## config.mk

```make
export PLATFORM = sky130hd
export DESIGN_NAME = lpsc_laser_ctrl
export DESIGN_NICKNAME = d
export VERILOG_FILES = /design/src/lpsc_spi_slave.v /design/src/lpsc_laser_ctrl.v
export VERILOG_INCLUDE_DIRS = /design/src
export SDC_FILE = /design/constraint.sdc
export NUM_CORES = 1
export LEC_CHECK = 0
export BUFFER_PORTS_ARGS = -buffer_cell sky130_fd_sc_hd__buf_2
export CAP_MARGIN = 10
export CORE_MARGIN = 1.5
export CORE_UTILIZATION = 47
export CTS_CLUSTER_DIAMETER = 60
export DETAILED_ROUTE_END_ITERATION = 8
export PLACE_DENSITY_LB_ADDON = 0.1
export RECOVER_POWER = 100
export SETUP_SLACK_MARGIN = 0.4
export SLEW_MARGIN = 40
export SYNTH_ARGS = -nofsm -noshare
export SYNTH_HDL_FRONTEND = slang
export SYNTH_SLANG_ARGS = --single-unit
```

## constraint.sdc

```tcl
create_clock -name clk_sys -period 3.2 [get_ports clk_sys]
set_input_delay 0.64 -clock clk_sys [delete_from_list [all_inputs] [get_ports clk_sys]]
set_output_delay 0.64 -clock clk_sys [all_outputs]
set_load 0.05 [all_outputs]
```

## src/lpsc_defines.vh

```
/*
 Constants for the laser power and eye-safety control block: register
 addresses, field positions and timing counts.
 Assumes inclusion by bare name from the design files.
*/
`ifndef LPSC_DEFINES_VH
`define LPSC_DEFINES_VH

// Register addresses on the serial port (7-bit)
`define LPSC_ADDR_CTRL_A 7'h1a
`define LPSC_ADDR_LEVEL 7'h1c
`define LPSC_ADDR_LEVEL_INV 7'h1d
`define LPSC_ADDR_CTRL_B 7'h1f

// Reset values of the four registers
`define LPSC_RST_CTRL_A 8'h40
`define LPSC_RST_LEVEL 8'h00
`define LPSC_RST_LEVEL_INV 8'hff
`define LPSC_RST_CTRL_B 8'h80

// Field positions
`define LPSC_CAL_HI 3
`define LPSC_CAL_LO 1
`define LPSC_CAL_ON 3'h7
// Range sits clear of the calibration bits so both can be set at once
`define LPSC_RANGE_HI 7
`define LPSC_RANGE_LO 6
`define LPSC_RINV_HI 7
`define LPSC_RINV_LO 6
`define LPSC_RANGE_LOW 2'h1
`define LPSC_RANGE_HIGH 2'h2

// Pulse timing in ns and derived cycles at 5 ns period
`define LPSC_CLK_NS 5
`define LPSC_PULSE_ON_NS 1000
`define LPSC_PULSE_PERIOD_NS 2000
`define LPSC_PULSE_ON_CYC (`LPSC_PULSE_ON_NS / `LPSC_CLK_NS)
`define LPSC_PULSE_PER_CYC (`LPSC_PULSE_PERIOD_NS / `LPSC_CLK_NS)

// Self-test timing: period, settle time of forced-low pin
`define LPSC_TEST_PERIOD_NS 20000
`define LPSC_TEST_SETTLE_NS 500
`define LPSC_TEST_PER_CYC (`LPSC_TEST_PERIOD_NS / `LPSC_CLK_NS)
`define LPSC_TEST_SETTLE_CYC (`LPSC_TEST_SETTLE_NS / `LPSC_CLK_NS)

// Run cycles after a self-test or reset before the ground check resumes
`define LPSC_PIN_GUARD_CYC 2

`endif

```

## src/lpsc_spi_slave.v

```verilog
/*
 Four-wire serial slave for the laser register file. Sixteen-bit frames,
 MSB first: bit 15 high means write, bits 14..8 address, bits 7..0 data.
 On a read the data byte is shifted out on miso during the second byte.
 Assumes sclk, mosi and cs_n are asynchronous pins; all are resynchronised
 to clk_sys, so sclk must stay well below clk_sys/8.
*/
`timescale 1ns/100ps
`default_nettype none
module lpsc_spi_slave (
  input wire clk_sys,
  input wire rst_n,
  input wire sclk,
  input wire mosi,
  input wire cs_n,
  output reg miso,
  output reg miso_oe_n,
  output reg wr_stb,
  output reg [6:0] addr,
  output reg [7:0] wdata,
  input wire [7:0] rdata
);
  reg [1:0] sclk_s_reg;
  reg [1:0] mosi_s_reg;
  reg [1:0] cs_s_reg;
  reg sclk_d_reg;
  reg [3:0] cnt_reg;
  reg [15:0] sh_reg;
  reg [7:0] tx_reg;
  wire rise;
  wire fall;
  wire sel;

  // Two-stage synchronisers; only stage 2 is read downstream
  always @(posedge clk_sys) begin
    if (!rst_n) begin
      sclk_s_reg <= 2'h3;
      mosi_s_reg <= 2'h0;
      cs_s_reg <= 2'h3;
      sclk_d_reg <= 1'b1;
    end else begin
      sclk_s_reg <= {sclk_s_reg[0], sclk};
      mosi_s_reg <= {mosi_s_reg[0], mosi};
      cs_s_reg <= {cs_s_reg[0], cs_n};
      sclk_d_reg <= sclk_s_reg[1];
    end
  end

  assign sel = ~cs_s_reg[1];
  assign rise = sel & sclk_s_reg[1] & ~sclk_d_reg;
  assign fall = sel & ~sclk_s_reg[1] & sclk_d_reg;

  // Shift on rising edge, present read data on falling edge
  always @(posedge clk_sys) begin
    wr_stb <= 1'b0;
    if (!rst_n) begin
      cnt_reg <= 4'h0;
      sh_reg <= 16'h0000;
      tx_reg <= 8'h00;
      miso <= 1'b0;
      miso_oe_n <= 1'b1;
      addr <= 7'h00;
      wdata <= 8'h00;
    end else if (!sel) begin
      cnt_reg <= 4'h0;
      miso_oe_n <= 1'b1; // Released while deselected
    end else begin
      miso_oe_n <= 1'b0;
      if (rise) begin
        sh_reg <= {sh_reg[14:0], mosi_s_reg[1]};
        cnt_reg <= cnt_reg + 4'h1;
        if (cnt_reg == 4'h7) begin
          addr <= {sh_reg[5:0], mosi_s_reg[1]}; // Drop the write bit
        end
        if (cnt_reg == 4'hf) begin
          wdata <= {sh_reg[6:0], mosi_s_reg[1]};
          wr_stb <= sh_reg[14];
        end
      end
      if (fall) begin
        if (cnt_reg == 4'h8) begin
          miso <= rdata[7];
          tx_reg <= {rdata[6:0], 1'b0};
        end else begin
          miso <= tx_reg[7];
          tx_reg <= {tx_reg[6:0], 1'b0};
        end
      end
    end
  end
endmodule // lpsc_spi_slave
`default_nettype wire

```

## src/lpsc_laser_ctrl.v

```verilog
/*
 Laser drive and eye-safety control: four serial-port registers, pulsed
 or continuous laser drive, and a latched single-fault monitor with
 periodic self-test of the drive pin.
 Assumes the analog front end reports the drive pin level as a digital
 sense input, and that an external microcontroller restores the
 registers after every reset.
*/
`timescale 1ns/100ps
`default_nettype none
`include "lpsc_defines.vh"
module lpsc_laser_ctrl (
  input wire clk_sys,
  input wire rst_n,
  input wire sclk,
  input wire mosi,
  input wire cs_n,
  output wire miso,
  output wire miso_oe_n,
  input wire laser_drive_pin,
  output reg laser_drive_on,
  output reg [1:0] current_range,
  output reg [7:0] current_level,
  output reg pin_pull_low,
  output reg laser_switch_enable_n,
  output reg laser_fault
);
  localparam ST_RUN = 2'h0;
  localparam ST_TEST = 2'h1;
  localparam ST_FAULT = 2'h2;
  // Timing limits kept as integers; cut to counter width by part-select
  localparam integer PULSE_LAST = `LPSC_PULSE_PER_CYC - 1;
  localparam integer PULSE_ON = `LPSC_PULSE_ON_CYC;
  localparam integer TEST_LAST = `LPSC_TEST_PER_CYC - 1;
  localparam integer SETTLE_LAST = `LPSC_TEST_SETTLE_CYC - 1;
  localparam integer PIN_GUARD = `LPSC_PIN_GUARD_CYC;

  reg [7:0] laser_drive_control_a_reg;
  reg [7:0] laser_current_level_reg;
  reg [7:0] laser_current_level_inverse_reg;
  reg [7:0] laser_drive_control_b_reg;
  reg [1:0] pin_s_reg;
  reg [1:0] state_reg;
  reg [1:0] state_next;
  reg [15:0] test_cnt_reg;
  reg [15:0] test_cnt_next;
  reg [8:0] pulse_cnt_reg;
  reg [7:0] rdata;
  wire wr_stb;
  wire [6:0] addr;
  wire [7:0] wdata;
  wire cal_mode;
  wire pairs_ok;
  wire pin_high;
  wire drive_req;

  // Pair check: a register and its complement must differ in every bit
  function pair_ok;
    input [7:0] a;
    input [7:0] b;
    begin
      pair_ok = ((a ^ b) == 8'hff);
    end
  endfunction

  lpsc_spi_slave u_spi (
    .clk_sys(clk_sys),
    .rst_n(rst_n),
    .sclk(sclk),
    .mosi(mosi),
    .cs_n(cs_n),
    .miso(miso),
    .miso_oe_n(miso_oe_n),
    .wr_stb(wr_stb),
    .addr(addr),
    .wdata(wdata),
    .rdata(rdata)
  );

  // Register writes; reset puts the laser at minimum current, low range
  always @(posedge clk_sys) begin
    if (!rst_n) begin
      laser_drive_control_a_reg <= `LPSC_RST_CTRL_A;
      laser_current_level_reg <= `LPSC_RST_LEVEL;
      laser_current_level_inverse_reg <= `LPSC_RST_LEVEL_INV;
      laser_drive_control_b_reg <= `LPSC_RST_CTRL_B;
    end else if (wr_stb) begin
      case (addr)
        `LPSC_ADDR_CTRL_A: laser_drive_control_a_reg <= wdata;
        `LPSC_ADDR_LEVEL: laser_current_level_reg <= wdata;
        `LPSC_ADDR_LEVEL_INV: laser_current_level_inverse_reg <= wdata;
        `LPSC_ADDR_CTRL_B: laser_drive_control_b_reg <= wdata;
        default: ;
      endcase
    end
  end

  // Read mux; unmapped addresses read zero
  always @* begin
    case (addr)
      `LPSC_ADDR_CTRL_A: rdata = laser_drive_control_a_reg;
      `LPSC_ADDR_LEVEL: rdata = laser_current_level_reg;
      `LPSC_ADDR_LEVEL_INV: rdata = laser_current_level_inverse_reg;
      `LPSC_ADDR_CTRL_B: rdata = laser_drive_control_b_reg;
      default: rdata = 8'h00;
    endcase
  end

  // Calibration needs all three enable bits, guarding a stray write
  assign cal_mode = laser_drive_control_a_reg[`LPSC_CAL_HI:`LPSC_CAL_LO]
                    == `LPSC_CAL_ON;

  // Both pairs must be consistent before any current is applied
  assign pairs_ok = pair_ok(laser_current_level_reg,
                            laser_current_level_inverse_reg) &&
                    ({laser_drive_control_b_reg[`LPSC_RINV_HI:`LPSC_RINV_LO]}
                     == ~laser_drive_control_a_reg[`LPSC_RANGE_HI:
                                                   `LPSC_RANGE_LO]);

  // Drive pin sense from the analog side is asynchronous
  always @(posedge clk_sys) begin
    if (!rst_n) begin
      pin_s_reg <= 2'h3; // Healthy idle level, no false ground after reset
    end else begin
      pin_s_reg <= {pin_s_reg[0], laser_drive_pin};
    end
  end
  assign pin_high = pin_s_reg[1];

  // Pulse timer, free running; only used outside calibration
  always @(posedge clk_sys) begin
    if (!rst_n) begin
      pulse_cnt_reg <= 9'h000;
    end else if (pulse_cnt_reg == PULSE_LAST[8:0]) begin
      pulse_cnt_reg <= 9'h000;
    end else begin
      pulse_cnt_reg <= pulse_cnt_reg + 9'h001;
    end
  end

  assign drive_req = cal_mode ? 1'b1
                   : (pulse_cnt_reg < PULSE_ON[8:0]);

  // Fault monitor: run, periodic self-test, latched fault
  always @* begin
    state_next = state_reg;
    test_cnt_next = test_cnt_reg + 16'h0001;
    case (state_reg)
      ST_RUN: begin
        // Sense lags the pin by the synchroniser; a pin still recovering
        // from the self-test pull must not be taken for a ground short
        if (!pin_high && (test_cnt_reg >= PIN_GUARD[15:0])) begin
          state_next = ST_FAULT;
        end else if (test_cnt_reg == TEST_LAST[15:0]) begin
          state_next = ST_TEST;
          test_cnt_next = 16'h0000;
        end
      end
      ST_TEST: begin
        if (test_cnt_reg == SETTLE_LAST[15:0]) begin
          test_cnt_next = 16'h0000;
          // Pin must follow the internal pull; high means a supply short
          state_next = pin_high ? ST_FAULT : ST_RUN;
        end
      end
      ST_FAULT: begin
        test_cnt_next = 16'h0000;
        state_next = ST_FAULT;
      end
      default: begin
        state_next = ST_FAULT;
        test_cnt_next = 16'h0000;
      end
    endcase
  end

  // Note the ground check is blind while the pull itself holds the pin low
  always @(posedge clk_sys) begin
    if (!rst_n) begin
      state_reg <= ST_RUN;
      test_cnt_reg <= 16'h0000;
    end else begin
      state_reg <= state_next;
      test_cnt_reg <= test_cnt_next;
    end
  end

  // Registered outputs; the fault overrides drive, pull and enable until reset, not range or level
  always @(posedge clk_sys) begin
    if (!rst_n) begin
      laser_drive_on <= 1'b0;
      current_range <= `LPSC_RANGE_LOW;
      current_level <= 8'h00;
      pin_pull_low <= 1'b0;
      laser_switch_enable_n <= 1'b0;
      laser_fault <= 1'b0;
    end else begin
      current_range <= laser_drive_control_a_reg[`LPSC_RANGE_HI:
                                                 `LPSC_RANGE_LO];
      current_level <= pairs_ok ? laser_current_level_reg : 8'h00;
      laser_drive_on <= (state_next == ST_RUN) && pairs_ok &&
                        drive_req;
      pin_pull_low <= (state_next == ST_TEST);
      laser_switch_enable_n <= (state_next != ST_RUN);
      laser_fault <= (state_next == ST_FAULT);
    end
  end
endmodule // lpsc_laser_ctrl
`default_nettype wire

```

# Yosys cells after proc, flatten, opt, wreduce, memory -nomap -nowiden
# Cells that the tools add are included.
dict set report word_totals {
  register_bits 127
  input_bits 6
}
dict set report classes {
  n_bitwise 12
  n_eq_ne 16
  n_reduce_logical 20
  mux 14
  magnitude_cmp 2
  add_sub_neg 3
}
# op n
set ops {}
lappend ops {{two-way mux 16 bit} 3}
lappend ops {{one-hot mux 16 bit (2 select lines)} 1}
lappend ops {{one-hot mux 8 bit (4 select lines)} 1}
lappend ops {{equality test 7 x 5 -> 1 bit, second input constant} 4}
lappend ops {{adder 16 x 1 -> 16 bit, second input constant} 1}
lappend ops {{equality test 16 x 12 -> 1 bit, second input constant} 1}
lappend ops {{equality test 16 x 7 -> 1 bit, second input constant} 1}
lappend ops {{>= comparator 16 x 2 -> 1 bit, second input constant} 1}
lappend ops {{AND reduction 2 bit} 7}
lappend ops {{adder 9 x 1 -> 9 bit, second input constant} 1}
lappend ops {{equality test 9 bit, second input constant} 1}
lappend ops {{less-than comparator 9 x 8 -> 1 bit, second input constant} 1}
lappend ops {{equality test 4 bit, second input constant} 2}
lappend ops {{equality test 8 bit, second input constant} 1}
lappend ops {{two-way mux 2 bit} 4}
lappend ops {{two-way mux 8 bit} 1}
lappend ops {{XOR 8 bit} 1}
lappend ops {{inverter 1 bit} 6}
lappend ops {{AND reduction 3 bit} 2}
lappend ops {{adder 4 x 1 -> 4 bit, second input constant} 1}
lappend ops {{bitwise AND 1 bit} 4}
lappend ops {{equality test 2 x 1 -> 1 bit, second input constant} 2}
lappend ops {{equality test 4 x 3 -> 1 bit, second input constant} 1}
lappend ops {{logical AND 1 bit} 4}
lappend ops {{other kinds (11)} 15}

# Depth between registers and ports, before layout
# Gate-level depths: netlist of the first run.
dict set report depth {
  word_depth 7
  ltp_mapped 8
  mapped_depth_nobuf 6
}

# Cells and area by module
# From an unflattened synthesis of the first run, not the netlist that was laid out.
dict set report unflattened {
  hier_cells 570
  hier_area_um2 5099.9
}
# module cells_per_inst area_each_um2 instances
set modules_own_cells {}
lappend modules_own_cells {lpsc_laser_ctrl 359 3183.1 1}
lappend modules_own_cells {lpsc_spi_slave 211 1916.8 1}

# Least setup slack after synthesis of the first run
# OpenSTA, ideal clock, no wires.
dict set report synth_path {
  path_kind {reg2reg}
  startpoint {reg test_cnt_reg[0]}
  endpoint {reg test_cnt_reg[10]}
  stages_incl_launch_ff 8
  period_less_slack_ns 1.811
  slack_ns 1.389
  setup_time_ns 0.078
  arrival_ns 1.733
  path_cell_list {dfxtp_1 ha_1 and4_1 and4_1 or3_1 buf_6 buf_2 nor3_1}
}
dict set report synth_between {
  elab_chain_len 4
  word_cells_on_any_way 9
  classes_between {add/sub: 1; order compare: 1; eq/ne: 2; mux: 4; reduce/logical: 1}
}
# item line_no
set synth_lines {}
lappend synth_lines {{from (decl)} lpsc_laser_ctrl.v:45} ;# reg [15:0] test_cnt_reg;
lappend synth_lines {{from (signal assigned)} lpsc_laser_ctrl.v:184} ;# test_cnt_reg <= test_cnt_next;
lappend synth_lines {{adder 16 x 1 -> 16 bit, or another cell as far along} lpsc_laser_ctrl.v:147} ;# test_cnt_next = test_cnt_reg + 16'h0001;
lappend synth_lines {{two-way mux 16 bit or logical AND 1 bit (tied branches)} {lpsc_laser_ctrl.v:154, lpsc_laser_ctrl.v:152}}
lappend synth_lines {{two-way mux 16 bit} lpsc_laser_ctrl.v:152} ;# if (!pin_high && (test_cnt_reg >= PIN_GUARD[15:0])) begin
lappend synth_lines {{one-hot mux 16 bit (2 select lines) (*)} lpsc_laser_ctrl.v:148} ;# case (state_reg)
# Every way passes the cells marked *; elsewhere a longest branch is shown, timed or not.
# A chain may end at the register's enable or synchronous reset.

# Worst setup path after layout of the first run
dict set report layout_path {
  startpoint {in rst_n}
  endpoint {reg current_level[0]}
}
dict set report layout_between {
  elab_chain_len 1
}
# item line_no
set layout_lines {}
lappend layout_lines {{from (decl)} lpsc_laser_ctrl.v:14} ;# input wire rst_n,
lappend layout_lines {{AND reduction 2 bit (no line)} -}
lappend layout_lines {{to (signal assigned)} lpsc_laser_ctrl.v:200} ;# current_level <= pairs_ok ? laser_current_level_reg : 8'h00;
lappend layout_lines {{to (decl)} lpsc_laser_ctrl.v:23} ;# output reg [7:0] current_level,
# Every way passes these cells.

==> impl_results.md, run 1 <==
- Main synth FF type: dfxtp_1
- Int Pwr: approximately 2.8 mW
- Setup Buffers After CTS: 0
- RSZ-0062 raised after global routing: false
- Status: completed
- Final setup fails: 0
- FMAX: between 0.3 and 0.4 GHz
- GRT Util Overall: between 20% and 30%
- Hold worst-path end: u_spi.sclk_s_reg[0]
- Final core area utilization: roughly 56%
- Clk_skew: ~7.2 ps
- FF-to-FF End: laser_drive_control_a_reg[6]
- Clock share of power: roughly 53%
- Initial antenna violation count: 0
- Final nets: 581
- MaxCap Viol Count: 0
- Htree depth: 4
- DP Worst Slack: just under 1000 ps
- Vias in the first global route: around 3700
- Chip width: 108 µm
- Wire per inst: between 15 and 20 µm
- Worst Setup Path Type: in -> reg
- Yosys Warn Count: 0
- Port Buffers: 21
- Fillers: roughly 1000
- CP arrival: 2960 ps
- Overflow after GRT: 0
- Cts repair resizes: 0
- Detail Placement HPWL: ~7.6 mm
- Clock Pin Slew Worst Setup and Hold Paths: ~60 ps
- Startpoint Class: input port
- GP Congestion: between 0.9 and 1
- Sequential Power Share: between 40 and 50%
- Worst path required time: ~3700 ps
- Final WS setup: 688 ps
- Post-synth EDFFs: 0
- CP max FO: 25
- Clock sinks: around 130
- Min-Delay Path Depth: 2
- Flop2flop setup slack: between 700 and 800 ps
- Number of diodes: 0
- Fin Hold WS: roughly 300 ps
- CTS buffer count: 17
- Final hold vios: 0
- VDD IR max: between 0.3 and 0.4 mV
- Distinct cells, synth: 57
- Max-slew violation count: 0
- Insertion delay to the later sink of the worst-skew pair: 520 ps
- Area of the die: 0.0116 mm²
- DR vias/cell: between 5 and 6
- CTS tree: yes
- Seq/Total Area, Yosys: 49.1%
- Drt first pass iters: 4
- PwrDens: roughly 600 mW/mm²
- Chip Height: 108 µm
- Leakage: 2.24 nW
- Number of I/O pins: 22
- Worst slew margin: 3.40%
- ANT nets after route: 0
- R2R Path Start: u_spi.addr[5]
- Worst Reg-to-Reg Cells: 4
- Post-route clock period utilization: between 70% and 80%
- Worst min-delay path category: in -> reg
- P&R area growth vs syn: 13.9%
- Via count: 3947
- Tightest Pin Transition: 1440 ps
- Starting density of the core: 49.1%
- Comb power frac: under 10%
- Final wirelength: approximately 11 mm
- Avg Inst Size Synth: 9.31 µm²
- Most frequent cells in the layout: dfxtp_1 (126), nand2_1 (61), nor2_1 (56)
- Max reg flops: 16
- Synthesized instance count: between 500 and 600
- Root buffer cell: clkbuf_8
- Area contributors post-synth: dfxtp_1 (49%), mux2i_1 (7.6%), nand2_1 (4.5%)
- Setup TNS: 0 ps
- Share of cells above drive strength 1: ~7.5%
- HP Start: sclk
- Iteration-0 DRC Markers: 240
- Yosys top cell area share: between 40% and 50%
- Remaining DRCs: 0
- Ys async rst share: 0%
- Bufs on Longest Clock Path: 2
- Switching Share: between 20% and 30%
- Commonest non-fill, non-tap cell in the layout: dfxtp_1
- Synthesized flop and latch total: roughly 130
- Hold buffers post-CTS: 0
- Num rows: 37
- Post-synth net total: between 500 and 600
- Mapped Area: roughly 0.005 mm²
- First-pass GRT wire length: approximately 18 mm
- Min Tclk post-route: around 2500 ps
- Core area: 0.0105 mm²
- Net Switching: approximately 0.74 mW
- Crit path capture type: flip-flop
- Maximum number of pins on one net before global-route repair: 58
- Total power: between 3 and 4 mW
- Yosys top cell by area: dfxtp_1
worst max-delay path by stage:
stage	from	to	depth (start not counted)
5_1_grt	rst_n	current_level[0]	5
3_3_place_gp	rst_n	current_level[0]	5
3_5_place_dp	rst_n	current_level[4]	5
6_report	rst_n	current_level[0]	5
4_1_cts	test_cnt_reg[14]	laser_switch_enable_n	4
2_1_floorplan	test_cnt_reg[0]	test_cnt_reg[10]	7
per-stage QoR:
| step | cell area (µm²) | instances |
|---|---|---|
| 6_report | 5850 | 719 |
| 5_1_grt | 5850 | 719 |
| 4_1_cts | 5900 | 719 |
| 3_5_place_dp | 5330 | 687 |
| 3_3_place_gp | 5330 | 687 |
| 2_1_floorplan | 5140 | 552 |
cells in the mapped netlist, types with 13 or more instances:
master and n:
mux2i_1 39, nand2_1 61, nand3b_1 14, nor2_1 56, and2_1 13, clkbuf_1 17
dfxtp_1 126, nand3_1 24, nor3_1 15, a21oi_1 23, o21ai_0 13, xor2_1 20
worst max-delay path, stage by stage:
cell and delay [ps]:
clkbuf_1 100, clkbuf_1 880, nand4_1 340, nor3_1 760
and2_0 230
cell type report:
class	instances	area, µm²	area share [%]
clock inverters	12	145	2.48
well taps	136	170	2.91
clock buffers	20	425	7.27
multi-input cells	390	2440	41.8
repair buffers	27	115	1.97
flip-flops and latches	126	2520	43.1
inverters	8	30.0	0.513
metal layers:
metal / up-vias / track usage, % / wire (µm)
met1: 1873 / 27.0 / 5220
met5: - / 0 / 0
met3: 18 / 5.45 / 493
met2: 81 / 33.4 / 5200
li1: 1975 / - / -
met4: 0 / 7.89 / 204
power groups by stage:
stage / clock network, mW / registers [mW] / logic (mW)
4_1_cts: 1.89 / 1.60 / 0.0778
6_report: 1.85 / 1.60 / 0.0745
3_3_place_gp: 0 / 1.63 / 0.0770
3_5_place_dp: 0 / 1.63 / 0.0777
2_1_floorplan: 0 / 1.64 / 0.0521
5_1_grt: 1.96 / 1.60 / 0.0830
logic make-up (layout without fill, tap and decap cells):
family | after synthesis | count (layout) | synth area share (%)
AND/OR/NAND/NOR | 246 | 246 | 25.1
flip-flops | 126 | 126 | 49.1
AO/OA/AOI/OAI | 69 | 69 | 8.62
multiplexers | 39 | 39 | 7.59
buffers and inverters | 36 | 67 | 3.07
XOR/XNOR | 31 | 31 | 5.28
adder cells (fa/ha/maj) | 5 | 5 | 1.22
Power figures use the tool's default switching activity.
==> inputs of run 2 (changes only) <==
==> constraint.sdc (replaced) <==
create_clock -name clk_sys -period 2.21 [get_ports clk_sys]
set_input_delay 0.442 -clock clk_sys [delete_from_list [all_inputs] [get_ports clk_sys]]
set_output_delay 0.442 -clock clk_sys [all_outputs]
set_load 0.05 [all_outputs]
==> run 2 against run 1 <==
Register-to-register slack lost 470 ps. Via count grew 2.1%. First-iteration DRC count shrank 0.42%. Final area grew 3.8%. Highest routed layer unchanged. Non-clock buffer count grew 16.
==> impl_results.md, run 2 (same netlist as run 1, synthesis figures left out) <==
- First-pass GRT wire length: 18.9 mm (was 18.4 mm)
- Final nets: 597 (was 581)
- Starting density of the core: 49.1% (unchanged)
- Bufs on Longest Clock Path: 2 (unchanged)
- Worst path required time: 2630 ps (was 3650 ps)
- Final setup fails: 0 (unchanged)
- ANT nets after route: 0 (unchanged)
- P&R area growth vs syn: 18.2% (was 13.9%)
- Iteration-0 DRC Markers: 239 (was 240)
- CP top delay family: compound AO/OA/AOI/OAI gates (was simple AND/OR/NAND/NOR gates)
- CP max stage delay: 620 ps (was 880 ps)
- Most frequent cells in the layout: dfxtp_1 (118), nand2_1 (61), nor2_1 (56) (was dfxtp_1 (126), nand2_1 (61), nor2_1 (56))
- VDD IR max: 0.500 mV (was 0.384 mV)
- Final hold vios: 0 (unchanged)
- Clk_skew: 5.32 ps (was 7.25 ps)
- Max reg flops: 16 (unchanged)
- Worst Setup Path Type: reg -> reg (was in -> reg)
- Clock sinks: 126 (unchanged)
- Via count: 4030 (was 3947)
- Startpoint Class: flip-flop (was input port)
- Buf+Inv Stages, Crit Path: 0 (was 2)
- CTS tree: yes (unchanged)
- Clock Pin Slew Worst Setup and Hold Paths: 50 ps (was 60 ps)
- GRT Util Overall: 21.4% (was 20.9%)
- Initial antenna violation count: 0 (unchanged)
- DR vias/cell: 5.50 (was 5.49)
- Number of diodes: 0 (unchanged)
- Status: completed (unchanged)
- Leakage: 2.34 nW (was 2.24 nW)
- Setup TNS: 0 ps (unchanged)
- Placed Instance Area: 0.00544 mm² (was 0.00533 mm²)
- Final wirelength: 11.6 mm (was 11.1 mm)
- CP max-delay cell: nor4_1 (was clkbuf_1)
- Fin cells: 733 (was 719)
- MaxCap Viol Count: 0 (unchanged)
- Worst min-delay path category: in -> reg (unchanged)
- GP Congestion: 0.877 (was 0.906)
- R2R Path Start: test_cnt_reg[9] (was u_spi.addr[5])
- Port Buffers: 21 (unchanged)
- Vias in the first global route: 3809 (was 3710)
- RSZ-0062 raised after global routing: true (was false)
- CP arrival: 2320 ps (was 2960 ps)
- Maximum number of pins on one net before global-route repair: 54 (was 58)
- Total power: 5.21 mW (was 3.53 mW)
- Detail Placement HPWL: 7.69 mm (was 7.57 mm)
- Critical-path cell list: nor4_1 > a41o_1 > a31oi_1 > o311a_1 (was clkbuf_1 > clkbuf_1 > nand4_1 > nor3_1 > and2_0)
- Worst Setup SP: test_cnt_reg[9] (was rst_n)
- Share of cells above drive strength 1: 12.7% (was 7.55%)
- Overflow after GRT: 0 (unchanged)
- Root buffer cell: clkbuf_8 (unchanged)
- PwrDens: 857 mW/mm² (was 602 mW/mm²)
- Insertion delay to the later sink of the worst-skew pair: 530 ps (was 520 ps)
- Drt first pass iters: 4 (unchanged)
- Post-route clock period utilization: between 80% and 90%
- HP Start: sclk (unchanged)
- Worst slew margin: 26.0% (was 3.40%)
- Number of I/O pins: 22 (unchanged)
- FMAX: about 0.53 GHz
- CP max FO: 5 (was 25)
- Chip Height: 108 µm (unchanged)
- Wire per inst: 15.8 µm (was 15.5 µm)
- CTS buffer count: 17 (unchanged)
- Placed Instances: 701 (was 687)
- Area of the die: 0.0116 mm² (unchanged)
- Final instance area: 0.00608 mm² (was 0.00585 mm²)
- Min Tclk post-route: approximately 1900 ps
- Core area: 0.0105 mm² (unchanged)
- Commonest non-fill, non-tap cell in the layout: dfxtp_1 (unchanged)
- Tightest Pin Transition: 1110 ps (was 1440 ps)
- Crit path capture type: flip-flop (unchanged)
- Max-slew violation count: 0 (unchanged)
- Chip width: 108 µm (unchanged)
- Remaining DRCs: 0 (unchanged)
- Num rows: 37 (unchanged)
- Htree depth: 4 (unchanged)
==> run 2: path summary, 6_finish.rpt <==
kind                                       endpoint  slack [ps]  cells after the start
worst min-delay path            u_spi.sclk_s_reg[0]          90                      2
worst max-delay path                 laser_drive_on         310                      4
worst min register to register  u_spi.sclk_s_reg[1]         410                      1
worst max register to register       laser_drive_on         310                      4
==> run 2: layout make-up <==
type | instances | area (µm²)
Inverter | 8 | 30.0
Sequential cell | 126 | 2540
Timing Repair Buffer | 43 | 230
Fill cell | 968 | 4390
Clock buffer | 23 | 477
Clock inverter | 7 | 110
Tap cell | 136 | 170
Multi-Input combinational cell | 390 | 2520
==> run 2: metal layers <==
metal / routed length [µm] / vias up / global-route usage, % / part of all wire, %
met5: 0 / - / 0 / 0
met4: 197 / 0 / 7.14 / 1.7
met3: 476 / 13 / 7.57 / 4.1
met2: 5350 / 74 / 33.8 / 46
met1: 5550 / 1940 / 27.3 / 48
li1: - / 2003 / - / -
==> run 2: where the power goes <==
part           leakage [nW]  internal [mW]  total (mW)  switching, mW
sequential             1.02           2.30        2.32         0.0229
combinational          1.03         0.0443       0.127         0.0831
clock                 0.294           1.82        2.76          0.945
total                  2.34           4.16        5.21           1.05
==> run 2: timing repair <==
| item | CTS | global route |
|---|---|---|
| hold buffers | 0 | 0 |
| pin swaps | 0 | 4 |
| buffers inserted | 0 | 2 |
| endpoints found under the setup margin | 29 | 38 |
| resized for setup | 16 | 17 |
==> run 2: stage by stage <==
step	utilization, %	worst slack [ps]	hold WS, ps
floorplan	-	413	386
global placement	52.0	345	392
detailed placement	52.0	274	406
CTS	58.1	390	62.7
global route	58.1	179	77.0
finish	58.1	307	90.8
